**src/rtl/adcrb_defs.vh**
```
// Register offsets, field positions, reset values and timing counts of the bank.
`ifndef ADCRB_DEFS_VH
`define ADCRB_DEFS_VH

`define ADCRB_CAL_ADJ       4'h4
`define ADCRB_CAL_VAL       4'h5
`define ADCRB_DES_ADJ       4'h7
`define ADCRB_Q_OFS         4'ha
`define ADCRB_Q_FSR         4'hb
`define ADCRB_APT_COARSE    4'hc
`define ADCRB_APT_FINE      4'hd
`define ADCRB_SYNC          4'he

`define ADCRB_POR_4         16'hdf4b
`define ADCRB_POR_5         16'h0000
`define ADCRB_POR_6         16'h1c20
`define ADCRB_POR_7         16'h8140
`define ADCRB_POR_8         16'h0000
`define ADCRB_POR_9         16'h0000
`define ADCRB_POR_A         16'h0000
`define ADCRB_POR_B         16'h4000
`define ADCRB_POR_C         16'h0004
`define ADCRB_POR_D         16'h0000
`define ADCRB_POR_E         16'h0003
`define ADCRB_POR_F         16'h0018

`define ADCRB_BIT_SEQ_SEL   14
`define ADCRB_BIT_SCAN      7
`define ADCRB_BIT_OSIGN     12
`define ADCRB_BIT_APT_EN    3
`define ADCRB_BIT_DUTY      2
`define ADCRB_BIT_FOLLOW    2
`define ADCRB_BIT_RCO_DIS   1
`define ADCRB_BIT_SRST_DIS  0

`define ADCRB_COARSE_MAX    12'h097f
`define ADCRB_REFDLY_MAX    9'h13f

`define ADCRB_CAL_STEP_CYC  8'h10
`define ADCRB_HDR_LAST      5'h07
`define ADCRB_FRAME_LAST    5'h17

`endif

```
**src/rtl/adcrb_bank.v**
```verilog
// Upper control register bank 4h to Fh with its derived control outputs.
//
// Operation
// - Select bit 1: restore nominal, calibrate termination, then linearity.
// - Select bit 0: keep termination, skip its calibration, linearity only.
// - Scan gate bit opens calibration value register 5h to reads and writes.
// - Each calibration stores its result in scan register 5h.
// - Bits 15:9 of 7h trim falling-edge sampling instant, 30 fs steps.
// - Ah gives Q offset: bit 12 sign, bits 11:0 magnitude.
// - Bh bits 14:0 give Q full-scale range, default code 16384.
// - Coarse delay code in Ch saturates at code 2431.
// - Ch bit 3 enables coarse and fine aperture delay codes.
// - Ch bit 2 enables the duty-cycle stabiliser, default on.
// - Dh bits 15:10 add fine clock delay while aperture adjust enabled.
// - Eh bits 15:7 delay reference clock, saturating at code 319.
// - Eh bits 4:3 select latch phase 0, 90, 180 or 270 degrees.
// - Eh bit 2 at 1 makes the device a follower, else master.
// - Eh bit 1 at 0 drives clock divided by four on both outputs.
// - Eh bit 0 at 0 enables the output-clock reset function.
// - Register contents act only in extended control mode, except the 4h scan gate bit.
`timescale 1ns/1ps
module adcrb_bank (
    input  wire        sys_clk,
    input  wire        rst,
    input  wire        scs_n,
    input  wire        sclk,
    input  wire        sdi,
    output wire        sdo,
    output wire        sdo_oe,
    input  wire        extended_control_mode,
    input  wire        cal_request,
    input  wire [15:0] cal_result,
    output wire        cal_restore_nominal,
    output wire        cal_termination_run,
    output wire        cal_linearity_run,
    output wire        cal_busy,
    output reg  [6:0]  dual_edge_timing_trim,
    output reg         offset_sign,
    output reg  [11:0] offset_magnitude,
    output reg  [14:0] range_magnitude,
    output reg  [11:0] coarse_delay_code,
    output reg  [5:0]  fine_delay_code,
    output reg         duty_correct_enable,
    output reg  [8:0]  refclk_delay_code,
    output reg  [1:0]  refclk_phase_select,
    output reg         follower_enable,
    output reg         refclk_out_a,
    output reg         refclk_out_b,
    output reg         output_clock_reset
);
`include "adcrb_defs.vh"

////////////////////////////////////////////////////////////////////////////////

wire [3:0]   reg_addr;
wire [15:0]  reg_wdata;
wire         reg_we;
wire         reg_re;
reg  [15:0]  reg_rdata;
wire [255:0] bank_flat;
wire         cal_store;
wire         cal_scan_gate;
wire         cal_sequence_select;

function [15:0] por_of;
    input [3:0] idx;
    begin
        case (idx)
            4'h4:    por_of = `ADCRB_POR_4;
            4'h5:    por_of = `ADCRB_POR_5;
            4'h6:    por_of = `ADCRB_POR_6;
            4'h7:    por_of = `ADCRB_POR_7;
            4'h8:    por_of = `ADCRB_POR_8;
            4'h9:    por_of = `ADCRB_POR_9;
            4'ha:    por_of = `ADCRB_POR_A;
            4'hb:    por_of = `ADCRB_POR_B;
            4'hc:    por_of = `ADCRB_POR_C;
            4'hd:    por_of = `ADCRB_POR_D;
            4'he:    por_of = `ADCRB_POR_E;
            4'hf:    por_of = `ADCRB_POR_F;
            default: por_of = 16'h0000;
        endcase
    end
endfunction

////////////////////////////////////////////////////////////////////////////////

adcrb_spi u_spi (
    .sys_clk   (sys_clk),
    .rst       (rst),
    .scs_n     (scs_n),
    .sclk      (sclk),
    .sdi       (sdi),
    .sdo       (sdo),
    .sdo_oe    (sdo_oe),
    .reg_addr  (reg_addr),
    .reg_wdata (reg_wdata),
    .reg_we    (reg_we),
    .reg_re    (reg_re),
    .reg_rdata (reg_rdata)
);

////////////////////////////////////////////////////////////////////////////////

// Registers 0h to 3h live in another block and read back as zero here.
assign bank_flat[63:0] = 64'h0000_0000_0000_0000;

genvar g;
generate
    for (g = 4; g < 16; g = g + 1) begin : g_reg
        localparam [3:0] IDX = g;
        reg [15:0] val_r;
        assign bank_flat[g*16 +: 16] = val_r;
        if (g == 5) begin : g_scan
            // A finishing calibration wins over a host write in the same cycle.
            always @(posedge sys_clk or posedge rst) begin
                if (rst) begin
                    val_r <= `ADCRB_POR_5;
                end else if (cal_store) begin
                    val_r <= cal_result;
                end else if (reg_we && reg_addr == IDX && cal_scan_gate) begin
                    val_r <= reg_wdata;
                end
            end
        end else begin : g_ctl
            // Reserved bits are stored as written; the host keeps them at reset values.
            always @(posedge sys_clk or posedge rst) begin
                if (rst) begin
                    val_r <= por_of(IDX);
                end else if (reg_we && reg_addr == IDX) begin
                    val_r <= reg_wdata;
                end
            end
        end
    end
endgenerate

always @* begin
    reg_rdata = bank_flat[{reg_addr, 4'h0} +: 16];
    if (reg_addr == `ADCRB_CAL_VAL && !cal_scan_gate) begin
        reg_rdata = 16'h0000;
    end
end

////////////////////////////////////////////////////////////////////////////////

// Outside extended control mode every field but the 4h scan gate bit falls back to its reset value.
wire [15:0] eff_cal;
wire [15:0] eff_des;
wire [15:0] eff_ofs;
wire [15:0] eff_fsr;
wire [15:0] eff_crs;
wire [15:0] eff_fin;
wire [15:0] eff_syn;

assign eff_cal = extended_control_mode ? g_reg[4].val_r  : `ADCRB_POR_4;
assign eff_des = extended_control_mode ? g_reg[7].val_r  : `ADCRB_POR_7;
assign eff_ofs = extended_control_mode ? g_reg[10].val_r : `ADCRB_POR_A;
assign eff_fsr = extended_control_mode ? g_reg[11].val_r : `ADCRB_POR_B;
assign eff_crs = extended_control_mode ? g_reg[12].val_r : `ADCRB_POR_C;
assign eff_fin = extended_control_mode ? g_reg[13].val_r : `ADCRB_POR_D;
assign eff_syn = extended_control_mode ? g_reg[14].val_r : `ADCRB_POR_E;

// The scan gate is a register-access feature, so it follows the raw bit.
assign cal_scan_gate       = g_reg[4].val_r[`ADCRB_BIT_SCAN];
assign cal_sequence_select = eff_cal[`ADCRB_BIT_SEQ_SEL];

adcrb_cal u_cal (
    .sys_clk             (sys_clk),
    .rst                 (rst),
    .cal_request         (cal_request),
    .cal_sequence_select (cal_sequence_select),
    .cal_restore_nominal (cal_restore_nominal),
    .cal_termination_run (cal_termination_run),
    .cal_linearity_run   (cal_linearity_run),
    .cal_busy            (cal_busy),
    .cal_store           (cal_store)
);

////////////////////////////////////////////////////////////////////////////////

wire        apt_en;
wire [11:0] coarse_raw;
wire [11:0] coarse_sat;
wire [8:0]  refdly_raw;
wire [8:0]  refdly_sat;
reg  [1:0]  div_r;

assign apt_en     = eff_crs[`ADCRB_BIT_APT_EN];
assign coarse_raw = eff_crs[15:4];
assign coarse_sat = (coarse_raw > `ADCRB_COARSE_MAX) ? `ADCRB_COARSE_MAX : coarse_raw;
assign refdly_raw = eff_syn[15:7];
assign refdly_sat = (refdly_raw > `ADCRB_REFDLY_MAX) ? `ADCRB_REFDLY_MAX : refdly_raw;

always @(posedge sys_clk or posedge rst) begin
    if (rst) begin
        dual_edge_timing_trim <= 7'h40;
        offset_sign           <= 1'b0;
        offset_magnitude      <= 12'h000;
        range_magnitude       <= 15'h4000;
        coarse_delay_code     <= 12'h000;
        fine_delay_code       <= 6'h00;
        duty_correct_enable   <= 1'b1;
        refclk_delay_code     <= 9'h000;
        refclk_phase_select   <= 2'h0;
        follower_enable       <= 1'b0;
        output_clock_reset    <= 1'b0;
        div_r                 <= 2'h0;
        refclk_out_a          <= 1'b0;
        refclk_out_b          <= 1'b0;
    end else begin
        dual_edge_timing_trim <= eff_des[15:9];
        offset_sign           <= eff_ofs[`ADCRB_BIT_OSIGN];
        offset_magnitude      <= eff_ofs[11:0];
        range_magnitude       <= eff_fsr[14:0];
        coarse_delay_code     <= apt_en ? coarse_sat : 12'h000;
        fine_delay_code       <= apt_en ? eff_fin[15:10] : 6'h00;
        duty_correct_enable   <= eff_crs[`ADCRB_BIT_DUTY];
        refclk_delay_code     <= refdly_sat;
        refclk_phase_select   <= eff_syn[4:3];
        follower_enable       <= eff_syn[`ADCRB_BIT_FOLLOW];
        output_clock_reset    <= ~eff_syn[`ADCRB_BIT_SRST_DIS];
        div_r                 <= div_r + 2'h1;
        // Divided clock stands low while the output drivers are disabled.
        refclk_out_a          <= ~eff_syn[`ADCRB_BIT_RCO_DIS] & div_r[1];
        refclk_out_b          <= ~eff_syn[`ADCRB_BIT_RCO_DIS] & div_r[1];
    end
end

endmodule // adcrb_bank

```
**src/rtl/adcrb_cal.v**
```verilog
// Calibration sequencer: restore, termination and linearity phases.
`timescale 1ns/1ps
module adcrb_cal (
    input  wire        sys_clk,
    input  wire        rst,
    input  wire        cal_request,
    input  wire        cal_sequence_select,
    output reg         cal_restore_nominal,
    output reg         cal_termination_run,
    output reg         cal_linearity_run,
    output wire        cal_busy,
    output reg         cal_store
);
`include "adcrb_defs.vh"

localparam [2:0] ST_IDLE = 3'h0;
localparam [2:0] ST_REST = 3'h1;
localparam [2:0] ST_TERM = 3'h2;
localparam [2:0] ST_LIN  = 3'h3;

reg  [2:0] state_r;
reg  [7:0] step_cnt_r;
reg        req_prev_r;
wire       start;
wire       step_end;

assign start    = cal_request & ~req_prev_r;
assign step_end = (step_cnt_r == `ADCRB_CAL_STEP_CYC - 8'h01);
assign cal_busy = (state_r != ST_IDLE);

always @(posedge sys_clk or posedge rst) begin
    if (rst) begin
        state_r    <= ST_IDLE;
        step_cnt_r <= 8'h00;
        req_prev_r <= 1'b0;
        cal_store  <= 1'b0;
    end else begin
        req_prev_r <= cal_request;
        cal_store  <= 1'b0;
        step_cnt_r <= cal_busy ? step_cnt_r + 8'h01 : 8'h00;
        if (cal_busy && step_end) begin
            step_cnt_r <= 8'h00;
        end
        case (state_r)
            ST_IDLE: begin
                if (start) begin
                    state_r <= cal_sequence_select ? ST_REST : ST_LIN;
                end
            end
            ST_REST: begin
                if (step_end) begin
                    state_r <= ST_TERM;
                end
            end
            ST_TERM: begin
                if (step_end) begin
                    state_r <= ST_LIN;
                end
            end
            ST_LIN: begin
                if (step_end) begin
                    state_r   <= ST_IDLE;
                    cal_store <= 1'b1;
                end
            end
            default: begin
                state_r <= ST_IDLE;
            end
        endcase
    end
end

always @* begin
    cal_restore_nominal = (state_r == ST_REST);
    cal_termination_run = (state_r == ST_TERM);
    cal_linearity_run   = (state_r == ST_LIN);
end

endmodule // adcrb_cal

```
**src/rtl/adcrb_spi.v**
```verilog
// Serial control port slave: frames of 8 header bits and 16 data bits.
`timescale 1ns/1ps
module adcrb_spi (
    input  wire        sys_clk,
    input  wire        rst,
    input  wire        scs_n,
    input  wire        sclk,
    input  wire        sdi,
    output reg         sdo,
    output reg         sdo_oe,
    output reg  [3:0]  reg_addr,
    output reg  [15:0] reg_wdata,
    output reg         reg_we,
    output reg         reg_re,
    input  wire [15:0] reg_rdata
);
`include "adcrb_defs.vh"

wire [2:0]  pins;
reg  [2:0]  filt_r;
reg  [2:0]  prev_r;
reg  [22:0] shift_r;
reg  [15:0] out_r;
reg  [4:0]  cnt_r;
reg         rw_r;
wire        cs_act;
wire        rise;
wire        fall;

assign pins = {scs_n, sclk, sdi};

genvar g;
generate
    for (g = 0; g < 3; g = g + 1) begin : g_sync
        reg [2:0] s_r;
        // A change is taken only when the second and third stages agree.
        always @(posedge sys_clk or posedge rst) begin
            if (rst) begin
                s_r       <= (g == 2) ? 3'h7 : 3'h0;
                filt_r[g] <= (g == 2);
            end else begin
                s_r <= {s_r[1:0], pins[g]};
                if (s_r[1] == s_r[2]) begin
                    filt_r[g] <= s_r[2];
                end
            end
        end
    end
endgenerate

assign cs_act = ~filt_r[2];
assign rise   = filt_r[1] & ~prev_r[1];
assign fall   = ~filt_r[1] & prev_r[1];

always @(posedge sys_clk or posedge rst) begin
    if (rst) begin
        prev_r    <= 3'h4;
        shift_r   <= 23'h00_0000;
        out_r     <= 16'h0000;
        cnt_r     <= 5'h00;
        rw_r      <= 1'b0;
        reg_addr  <= 4'h0;
        reg_wdata <= 16'h0000;
        reg_we    <= 1'b0;
        reg_re    <= 1'b0;
        sdo       <= 1'b0;
        sdo_oe    <= 1'b0;
    end else begin
        prev_r <= filt_r;
        reg_we <= 1'b0;
        reg_re <= 1'b0;
        if (reg_re) begin
            out_r <= reg_rdata;
        end
        if (!cs_act) begin
            cnt_r  <= 5'h00;
            sdo_oe <= 1'b0;
        end else if (rise && cnt_r <= `ADCRB_FRAME_LAST) begin
            shift_r <= {shift_r[21:0], filt_r[0]};
            cnt_r   <= cnt_r + 5'h01;
            if (cnt_r == `ADCRB_HDR_LAST) begin
                rw_r     <= shift_r[6];
                reg_addr <= {shift_r[2:0], filt_r[0]};
                reg_re   <= shift_r[6];
                sdo_oe   <= shift_r[6];
            end
            if (cnt_r == `ADCRB_FRAME_LAST && !rw_r) begin
                reg_wdata <= {shift_r[14:0], filt_r[0]};
                reg_we    <= 1'b1;
            end
        end else if (fall && sdo_oe) begin
            sdo   <= out_r[15];
            out_r <= {out_r[14:0], 1'b0};
        end
    end
end

endmodule // adcrb_spi

```
**config.mk**
```make
export PLATFORM = sky130hd
export DESIGN_NAME = adcrb_bank
export DESIGN_NICKNAME = d
export VERILOG_FILES = /design/src/rtl/adcrb_bank.v /design/src/rtl/adcrb_cal.v /design/src/rtl/adcrb_spi.v
export VERILOG_INCLUDE_DIRS = /design/src /design/src/rtl
export SDC_FILE = /design/constraint.sdc
export NUM_CORES = 1
export LEC_CHECK = 0
export ABC_CLOCK_PERIOD_IN_PS = 7200
export BUFFER_PORTS_ARGS = -buffer_cell sky130_fd_sc_hd__buf_2
export CORE_MARGIN = 3
export CORE_UTILIZATION = 57
export CTS_BUF_LIST = sky130_fd_sc_hd__clkbuf_8
export DETAILED_ROUTE_END_ITERATION = 6
export PLACE_DENSITY = 0.78
export SLEW_MARGIN = 20
export SYNTH_ARGS = -nofsm -noshare
export SYNTH_HDL_FRONTEND = slang
export SYNTH_HIERARCHICAL = 1
export SYNTH_SLANG_ARGS = --single-unit
```
**constraint.sdc**
```tcl
create_clock -name sys_clk -period 7.2 [get_ports sys_clk]
set_clock_uncertainty 0.2 [all_clocks]
set_input_delay 0.36 -clock sys_clk [delete_from_list [all_inputs] [get_ports sys_clk]]
set_output_delay 0.36 -clock sys_clk [all_outputs]
set_load 0.02 [all_outputs]
```
==> metrics.md, run 1 <==
| Metric | Value |
|---|---|
| Share of the synthesized area in the top cell type | `between 50% and 60%` |
| Reg clk slew, reported paths | `roughly 0.060 ns` |
| Met3 Resource Use GR | `about 3.9%` |
| Critical-path maximum fanout | `48` |
| Area fraction in compound gates after synthesis | `under 10%` |
| Mapped Area | `~15000 µm²` |
| CP endpoint kind | `flop` |
| Final non-filler cell area | `around 17000 µm²` |
| Unique masters post-synth | `61` |
| # DRC | `0` |
| Synth top cells by count | `dfrtp_1 (317), mux2_2 (243), mux2i_1 (46)` |
| Total Neg Setup Slack | `0 ns` |
| Final ANT Viol Nets | `0` |
| Area of placed instances | `15560 µm²` |
| Setup Crit Path Kind | `flop to flop` |
| Final worst slack | `roughly 4.2 ns` |
| Synth Area in XOR/XNOR | `less than 1%` |
| Mux share of post-synthesis cell area | `a little under a quarter` |
| EDFF count, synth | `0` |
| Drt via density | `~5.8` |
| Number of global-route vias before repair | `about 10000` |
| Detailed-router iteration count before antenna repair | `7` |
| Drt initial violations | `approximately 700` |
| Initial antenna violation count | `0` |
| Main combinational cell family by area after synthesis | `multiplexers` |
| RR Startpoint | `u_spi/reg_addr[1]` |
| Top FF cell, synth | `dfrtp_1` |
| Lkg Pwr | `between 0.008 and 0.009 µW` |
| GRT busiest layer | `met2` |
| DIE AREA | `about 28000 µm²` |
| Yosys reg bits | `roughly 350` |
| Synth area leader | `dfrtp_1` |
| Die Width | `about 170 µm` |
| Adder-cell area share of the yosys netlist | `less than 1%` |
| Die height | `~170 µm` |
| RSZ-0062 raised after global routing | `no` |
| Worst slew margin | `around a quarter` |
| Port bufs | `between 90 and 100` |
| Tcrit/Tclk final | `41.00%` |
| Top cells by area, synth | `dfrtp_1 (53%), mux2_2 (18%), dfstp_2 (5.4%), mux2i_1 (3.1%), mux4_2 (2.4%)` |
| Hold crit path type | `flop to flop` |
| Final setup violation count | `0` |
| Pre-CTS WS | `approximately 4.3 ns` |
| Synth-to-layout area growth | `13.10%` |
| Ant diodes | `0` |
| Clk sinks | `348` |
| Grt ovf | `0` |
| Min-Delay Endpoint | `u_spi/g_sync[0].s_r[1]` |
| Routability cong. | `0.8372` |
| Number of primary I/O pins | `between 90 and 100` |
| Routed length per placed instance | `slightly above 20 µm` |
| Via Count | `roughly 9200` |
| Core area | `about 26000 µm²` |
| Pwr dens | `between 200 and 250 nW/µm²` |
| Period minus WS final | `between 2 and 3 ns` |
| Post-synth ARST share | `between 90% and 100%` |
| Register area share after synthesis | `between 50% and 60%` |
| GR Util All Layers | `between 20% and 30%` |
| Final WL | `about 32 mm` |
| Clock buffer count from CTS | `55` |
| Row count | `just under 60` |
| CTS Buffer Depth | `3` |
| CP Data Arrival Time | `~3.2 ns` |
| DP Wirelength | `a little over 20 mm` |
| Share of cells above drive strength 1 | `between 40% and 50%` |
| R2R Setup Slk | `4.25 ns` |
| Clk root buf | `clkbuf_8` |
| Fillers | `approximately 1900` |
| Worst VDD drop | `174.6 µV` |
| Final Hold Fails | `0` |
| # nets final | `1231` |
| Post-Syn Area per Cell | `between 10 and 15 µm²` |
| Starting Density | `between 50% and 60%` |
| Status | `completed` |
| Clk Latency, worst-skew pair | `around 0.59 ns` |
| H-tree levels | `2` |
| Met1 usage | `between 30% and 40%` |
| Syn_nets | `1125` |
| CTS tree | `done` |
| Crit path required time | `between 7 and 8 ns` |
| Simple-Gate Fraction of Synth Area | `under 10%` |
| Cell with the most instances after synthesis | `dfrtp_1` |
| Largest net degree at the start of global routing | `75` |
| Post_cts resized | `0` |
| Max Clk Rate | `around 340 MHz` |
| Max-slew violations | `0` |
| GR Util met2 | `between 30% and 40%` |
| Worst r2r path cells | `5` |
| Count of warnings emitted by yosys | `6` |
| Max cap viols | `0` |
| First-pass GRT wire length | `around 53 mm` |
| Worst Tran Pin Value | `~1.1 ns` |
| Hold_sp | `u_spi/g_sync[0].s_r[0]` |
| Hold path cells | `0` |
| # Post-CTS Setup Buffers | `0` |
| Syn Inst Count | `about 1100` |
| Hold bufs inserted after CTS | `21` |
| Reg2reg end | `g_reg[4].val_r[2]` |
| Setup crit start kind | `flop` |
[worst max-delay path by stage]
stage,from,end,slack [ns],cells past startpoint
floorplan,rst,coarse_delay_code[0],3.21,1
global placement,u_spi/reg_addr[1],g_reg[4].val_r[2],4.30,5
detailed placement,u_spi/reg_addr[1],g_reg[4].val_r[2],4.25,5
CTS,u_spi/reg_addr[1],g_reg[4].val_r[2],4.25,5
global route,u_spi/reg_addr[1],g_reg[4].val_r[5],4.13,5
finish,u_spi/reg_addr[1],g_reg[4].val_r[2],4.25,5
[registers in the layout, summed over array words and instances (netlist names), 2 cells and up]
signal / cells
dual_edge_timing_trim: 7
refclk_delay_code: 9
u_spi/shift_r: 15
u_spi/g_sync.s_r: 9
refclk_phase_select: 2
u_spi/out_r: 16
u_spi/reg_addr: 4
u_spi/reg_wdata: 16
g.val_r: 192
u_cal/step_cnt_r: 8
range_magnitude: 15
u_spi/cnt_r: 5
u_spi/filt_r: 3
u_cal/state_r: 2
div_r: 2
coarse_delay_code: 12
fine_delay_code: 6
offset_magnitude: 12
[per-stage QoR]
stage / hold slack, ns / utilization (%) / power [µW] / std cells
finish: 0.1464 / 66.45 / 3890 / 1578
global route: 0.1541 / 66.45 / 4047 / 1578
CTS: 0.1322 / 66.45 / 3931 / 1578
detailed placement: 0.1355 / 60.92 / 2182 / 1453
global placement: 0.1313 / 60.91 / 2176 / 1453
floorplan: 0.02470 / - / 2138 / 1095
[routing by layer]
| metal | routed length, µm | vias to the layer above |
|---|---|---|
| met1 | 14610 | 4770 |
| met2 | 15470 | 221 |
| met4 | 554 | 0 |
| met5 | 0 | - |
| met3 | 1504 | 47 |
| li1 | - | 4135 |
[worst max-delay path: stages, from the launching register on]
cell	delay [ns]
dfrtp_4	0.81
buf_4	0.70
nor3b_4	0.08
buf_4	0.23
nand2_2	0.35
mux2_2	0.39
[cells by family after synthesis]
group | after synthesis
and+or+nand+nor | 208
xor gates and xnor gates | 4
buffers and inverters | 91
adders and majority gates | 10
AOI/OAI and AO/OA | 126
DFF | 348
muxes | 308
[cells in the final DEF, fill, tap and decap left out, types with 4 or more instances in the layout]
| master | synthesis | layout |
|---|---|---|
| clkbuf_8 | 0 | 77 |
| o31ai_1 | 16 | 16 |
| nor2_1 | 29 | 28 |
| mux2_2 | 243 | 243 |
| inv_1 | 12 | 29 |
| a21oi_1 | 8 | 8 |
| nand3_1 | 39 | 39 |
| nand2b_1 | 7 | 7 |
| o21ai_0 | 37 | 37 |
| o22ai_1 | 16 | 16 |
| and3_1 | 9 | 9 |
| a31oi_1 | 16 | 16 |
| buf_2 | 14 | 97 |
| dfrtp_1 | 317 | 316 |
| o21a_1 | 9 | 9 |
| nor2b_1 | 8 | 8 |
| nor2_2 | 5 | 6 |
| a22o_1 | 15 | 15 |
| nand2_1 | 37 | 37 |
| dfstp_2 | 31 | 31 |
| nor3_1 | 5 | 5 |
| buf_4 | 17 | 10 |
| mux4_2 | 16 | 16 |
| clkinv_2 | 0 | 5 |
| nor3_4 | 4 | 4 |
| mux2i_1 | 46 | 46 |
| ha_1 | 7 | 7 |
| and2_1 | 39 | 39 |
| dlygate4sd3_1 | 0 | 21 |
[power breakdown]
group / switching, µW / total, µW / internal [µW] / leakage [µW]
Sequential: 33.4 / 2030 / 2000 / 0.00467
Combinational: 70.2 / 120 / 49.8 / 0.00288
Clock: 753 / 1740 / 984 / 0.000693
[area by class of cell]
class | count | area (µm²) | area share (%)
Timing Repair Buffer | 128 | 770.7 | 4.540
Clock inverter | 27 | 142.6 | 0.8403
Tap cell | 330 | 412.9 | 2.432
Multi-Input combinational cell | 656 | 5789 | 34.10
Inverter | 12 | 48.80 | 0.2875
Clock buffer | 77 | 1060 | 6.243
Sequential cell | 348 | 8751 | 51.55
No activity file was read; power rests on OpenSTA's default activity.
==> inputs of run 2 (changes only) <==
Settings changed: ABC_AREA from default to 1, ABC_CLOCK_PERIOD_IN_PS 7200 to 2500.
Clock period 7.2 ns to 2.5 ns, I/O delays scaled along.
==> metrics.md, run 2 <==
| Metric | Value |
|---|---|
| Period minus WS final | `2.177 ns (-0.7753 ns)` |
| Top FF cell, synth | `dfrtp_1` |
| CP Data Arrival Time | `2.46 ns (-0.74 ns)` |
| Final ANT Viol Nets | `0 (unchanged)` |
| Syn_nets | `1918 (+70%)` |
| Final non-filler cell area | `17380 µm² (+2.4%)` |
| Combinational power share | `5.8% (+2.7 points)` |
| Routability cong. | `0.9139 (+9.2%)` |
| # DRC | `0 (unchanged)` |
| RSZ-0062 raised after global routing | `no` |
| Setup crit start kind | `flop` |
| Min-Delay Endpoint | `g_reg[5].val_r[11]` |
| Clock Power Share | `41.3% (-3.4 points)` |
| Count of warnings emitted by yosys | `6 (unchanged)` |
| Sequential Power Share | `52.8% (+0.6 points)` |
| Routed length per placed instance | `16.57 µm (-19%)` |
| Clk Latency, worst-skew pair | `0.59 ns (about the same)` |
| EDFF count, synth | `0 (unchanged)` |
| Synth-to-layout area growth | `14.26%` |
| Most common cell after layout, fill and taps aside | `nand2_1` |
| Largest register FFs | `192 (unchanged)` |
| Max cap viols | `0 (unchanged)` |
| Pwr dens | `640.2 nW/µm² (+180%)` |
| Final Hold Fails | `0 (unchanged)` |
| Final WL | `39.48 mm (+23%)` |
| R2R Setup Slk | `0.32 ns (-3.92 ns)` |
| Post-Syn Area per Cell | `8.056 µm² (-41%)` |
| Post-synth ARST share | `100.0% (unchanged)` |
| Critical-path maximum fanout | `96 (+100%)` |
| H-tree levels | `2 (unchanged)` |
| Hold crit path type | `primary input to flop` |
| Worst Tran Pin Value | `0.7725 ns (-0.3230 ns)` |
| DIE AREA | `28680 µm² (+1.3%)` |
| Reg2reg end | `u_spi/out_r[6]` |
| Die Width | `169.4 µm (+0.64%)` |
| Number of primary I/O pins | `98 (unchanged)` |
| Switching share of total power | `24.39% (+2.4 points)` |
| Via Count | `12819 (+40%)` |
| Commonest non-fill, non-tap cells in the layout | `nand2_1 (832), dfrtp_1 (316), inv_1 (169), o21ai_0 (155), nor2_1 (103)` |
| Yosys reg bits | `348 (unchanged)` |
| Clk sinks | `348 (unchanged)` |
| Grt ovf | `0 (unchanged)` |
| Worst slew margin | `48.44% (+22 points)` |
| Register area share after synthesis | `57.51% (-0.77 points)` |
| DP Wirelength | `25.56 mm (+24%)` |
| Die height | `169.4 µm (+0.64%)` |
| Final setup violation count | `0 (unchanged)` |
| Tcrit/Tclk final | `87.07% (+46 points)` |
| Crit path required time | `2.79 ns (-4.66 ns)` |
| Max-slew violations | `0 (unchanged)` |
| Area of placed instances | `16030 µm² (+3.0%)` |
| Reg clk slew, reported paths | `0.06 ns (about the same)` |
| Port bufs | `97 (unchanged)` |
| Top reg by flops | `g.val_r` |
| Lkg Pwr | `0.009375 µW (+14%)` |
| Number of global-route vias before repair | `12379 (+28%)` |
| GR Util All Layers | `28.14% (+5.0 points)` |
| Syn Inst Count | `1888 (+72%)` |
| RR Startpoint | `u_spi/reg_addr[0]` |
| Synth area leader | `dfrtp_1` |
| Worst VDD drop | `558.9 µV (+220%)` |
| Mapped Area | `15210 µm² (+1.3%)` |
| CP endpoint kind | `flop` |
| Power Internal | `8411 µW (+180%)` |
| Clock buffer count from CTS | `56 (+1.8%)` |
| Clk root buf | `clkbuf_8` |
| Detailed-router iteration count before antenna repair | `6 (-1)` |
| Drt initial violations | `1462 (+100%)` |
| Status | `completed` |
| Post_cts resized | `0 (unchanged)` |
| Top cells by area, synth | `dfrtp_1 (52%), nand2_1 (21%), dfstp_2 (5.4%), o21ai_0 (5.1%), inv_1 (3.4%)` |
| Setup Crit Path Kind | `flop to flop` |
| Unique masters post-synth | `30 (-51%)` |
| Net switching power | `2714 µW (+220%)` |
| Cell with the most instances after synthesis | `nand2_1` |
| Largest net degree at the start of global routing | `97 (+29%)` |
| Hold_sp | `cal_result[11]` |
| Core area | `26130 µm² (+2.3%)` |
| # nets final | `2030 (+65%)` |
| Largest registers | `g.val_r (192), u_spi/out_r (16), u_spi/reg_wdata (16)` |
| Hold path cells | `4 (+4)` |
| CTS tree | `done` |
| Starting Density | `58.20% (-0.56 points)` |
| Synth top cells by count | `nand2_1 (832), dfrtp_1 (317), o21ai_0 (155)` |
| Drt via density | `5.382 (-7.4%)` |
| Pwr Total | `11120 µW (+190%)` |
| First-pass GRT wire length | `64.39 mm (+22%)` |
| CTS Buffer Depth | `3 (unchanged)` |
| Share of cells above drive strength 1 | `12.75% (-28 points)` |
| # Post-CTS Setup Buffers | `0 (unchanged)` |
| Worst r2r path cells | `14 (+9)` |
| Ant diodes | `0 (unchanged)` |
| Fin Hold WS | `0.09278 ns (-0.05361 ns)` |
| Initial antenna violation count | `0 (unchanged)` |
| Row count | `59 (+1.7%)` |
| Share of the synthesized area in the top cell type | `52.16% (-0.70 points)` |
| Max Clk Rate | `459.4 MHz (+36%)` |
run 2: changes by cell type after synthesis, sizes merged, moves of 17 or more:
cell   delta
nand2   +795
mux2    -246
inv     +127
o21ai   +120
nor2     +79
a21oi    +68
mux2i    -46
nand3    +45
and2     -40
o22ai    -17
run 2: area by class of cell:
| class | count | area (µm²) |
|---|---|---|
| inverter | 143 | 540.5 |
| tap | 335 | 419.2 |
| multi-input combinational | 1294 | 5466 |
| fill | 2176 | 8755 |
| sequential | 348 | 8748 |
| clock buffer | 67 | 922.1 |
| clock inverter | 38 | 152.6 |
| timing repair buffer | 157 | 1129 |
run 2: logic make-up after synthesis:
logic type / Yosys count / share of synthesized area, %
buf+inv: 246 / 6.598
fa+ha+maj: 10 / 0.7733
xor+xnor: 4 / 0.2304
compound gates: 233 / 7.692
flops: 348 / 57.51
simple gates: 1047 / 27.20
run 2: worst max-delay path by stage:
stage	startpoint	endpoint	slack, ns
after floorplan	rst	coarse_delay_code[0]	-1.26
after global placement	u_spi/reg_addr[0]	g_reg[10].val_r[3]	0.44
after detailed placement	u_spi/reg_addr[0]	g_reg[10].val_r[1]	0.39
after CTS	u_spi/reg_addr[0]	g_reg[10].val_r[6]	0.34
after global routing	u_spi/reg_addr[0]	u_spi/out_r[8]	0.17
final	u_spi/reg_addr[0]	u_spi/out_r[6]	0.32
run 2: power by group through the flow:
stage	combinational, µW	sequential [µW]	clock (µW)
finish	649	5880	4600
floorplan	446	5950	0
detailed placement	620	5970	0
global route	746	5890	4930
global placement	600	5970	0
CTS	658	5870	4670
run 2: metrics by stage:
step                setup WS [ns]  utilization (%)  setup TNS (ns)  std cells
floorplan                  -1.259                -         -305.23       1888
global placement           0.4384            61.35               0       2250
detailed placement         0.3890            61.35               0       2250
CTS                        0.3387            66.50               0       2382
global route               0.1684            66.50               0       2382
finish                     0.3232            66.50               0       2382
run 2: repair_timing:
item / CTS / global route
hold endpoints to repair: 321 / 0
hold buffers: 27 / 0
setup endpoints to repair: 0 / 0
run 2: worst max-delay path, stage by stage, from the launching register on:
cell     delay [ns]
dfrtp_2        0.43
inv_2          0.08
buf_12         0.37
nand2_1        0.11
nand2_1        0.08
nand2_1        0.05
nand2_1        0.13
nand2_1        0.07
nand3_1        0.09
nand2_1        0.06
inv_1          0.07
nand2_1        0.06
o21ai_0        0.09
nand2_1        0.06
o21ai_0        0.08
run 2: layer usage:
layer | share of wire [%] | wire length, µm | vias up | GRT usage, %
met5 | 0 | 0 | - | 0
met4 | 3.4 | 1357 | 0 | 9.673
met3 | 9.5 | 3750 | 92 | 6.126
met2 | 46 | 18190 | 594 | 44.12
met1 | 41 | 16180 | 6070 | 39.45
li1 | - | - | 6063 | -
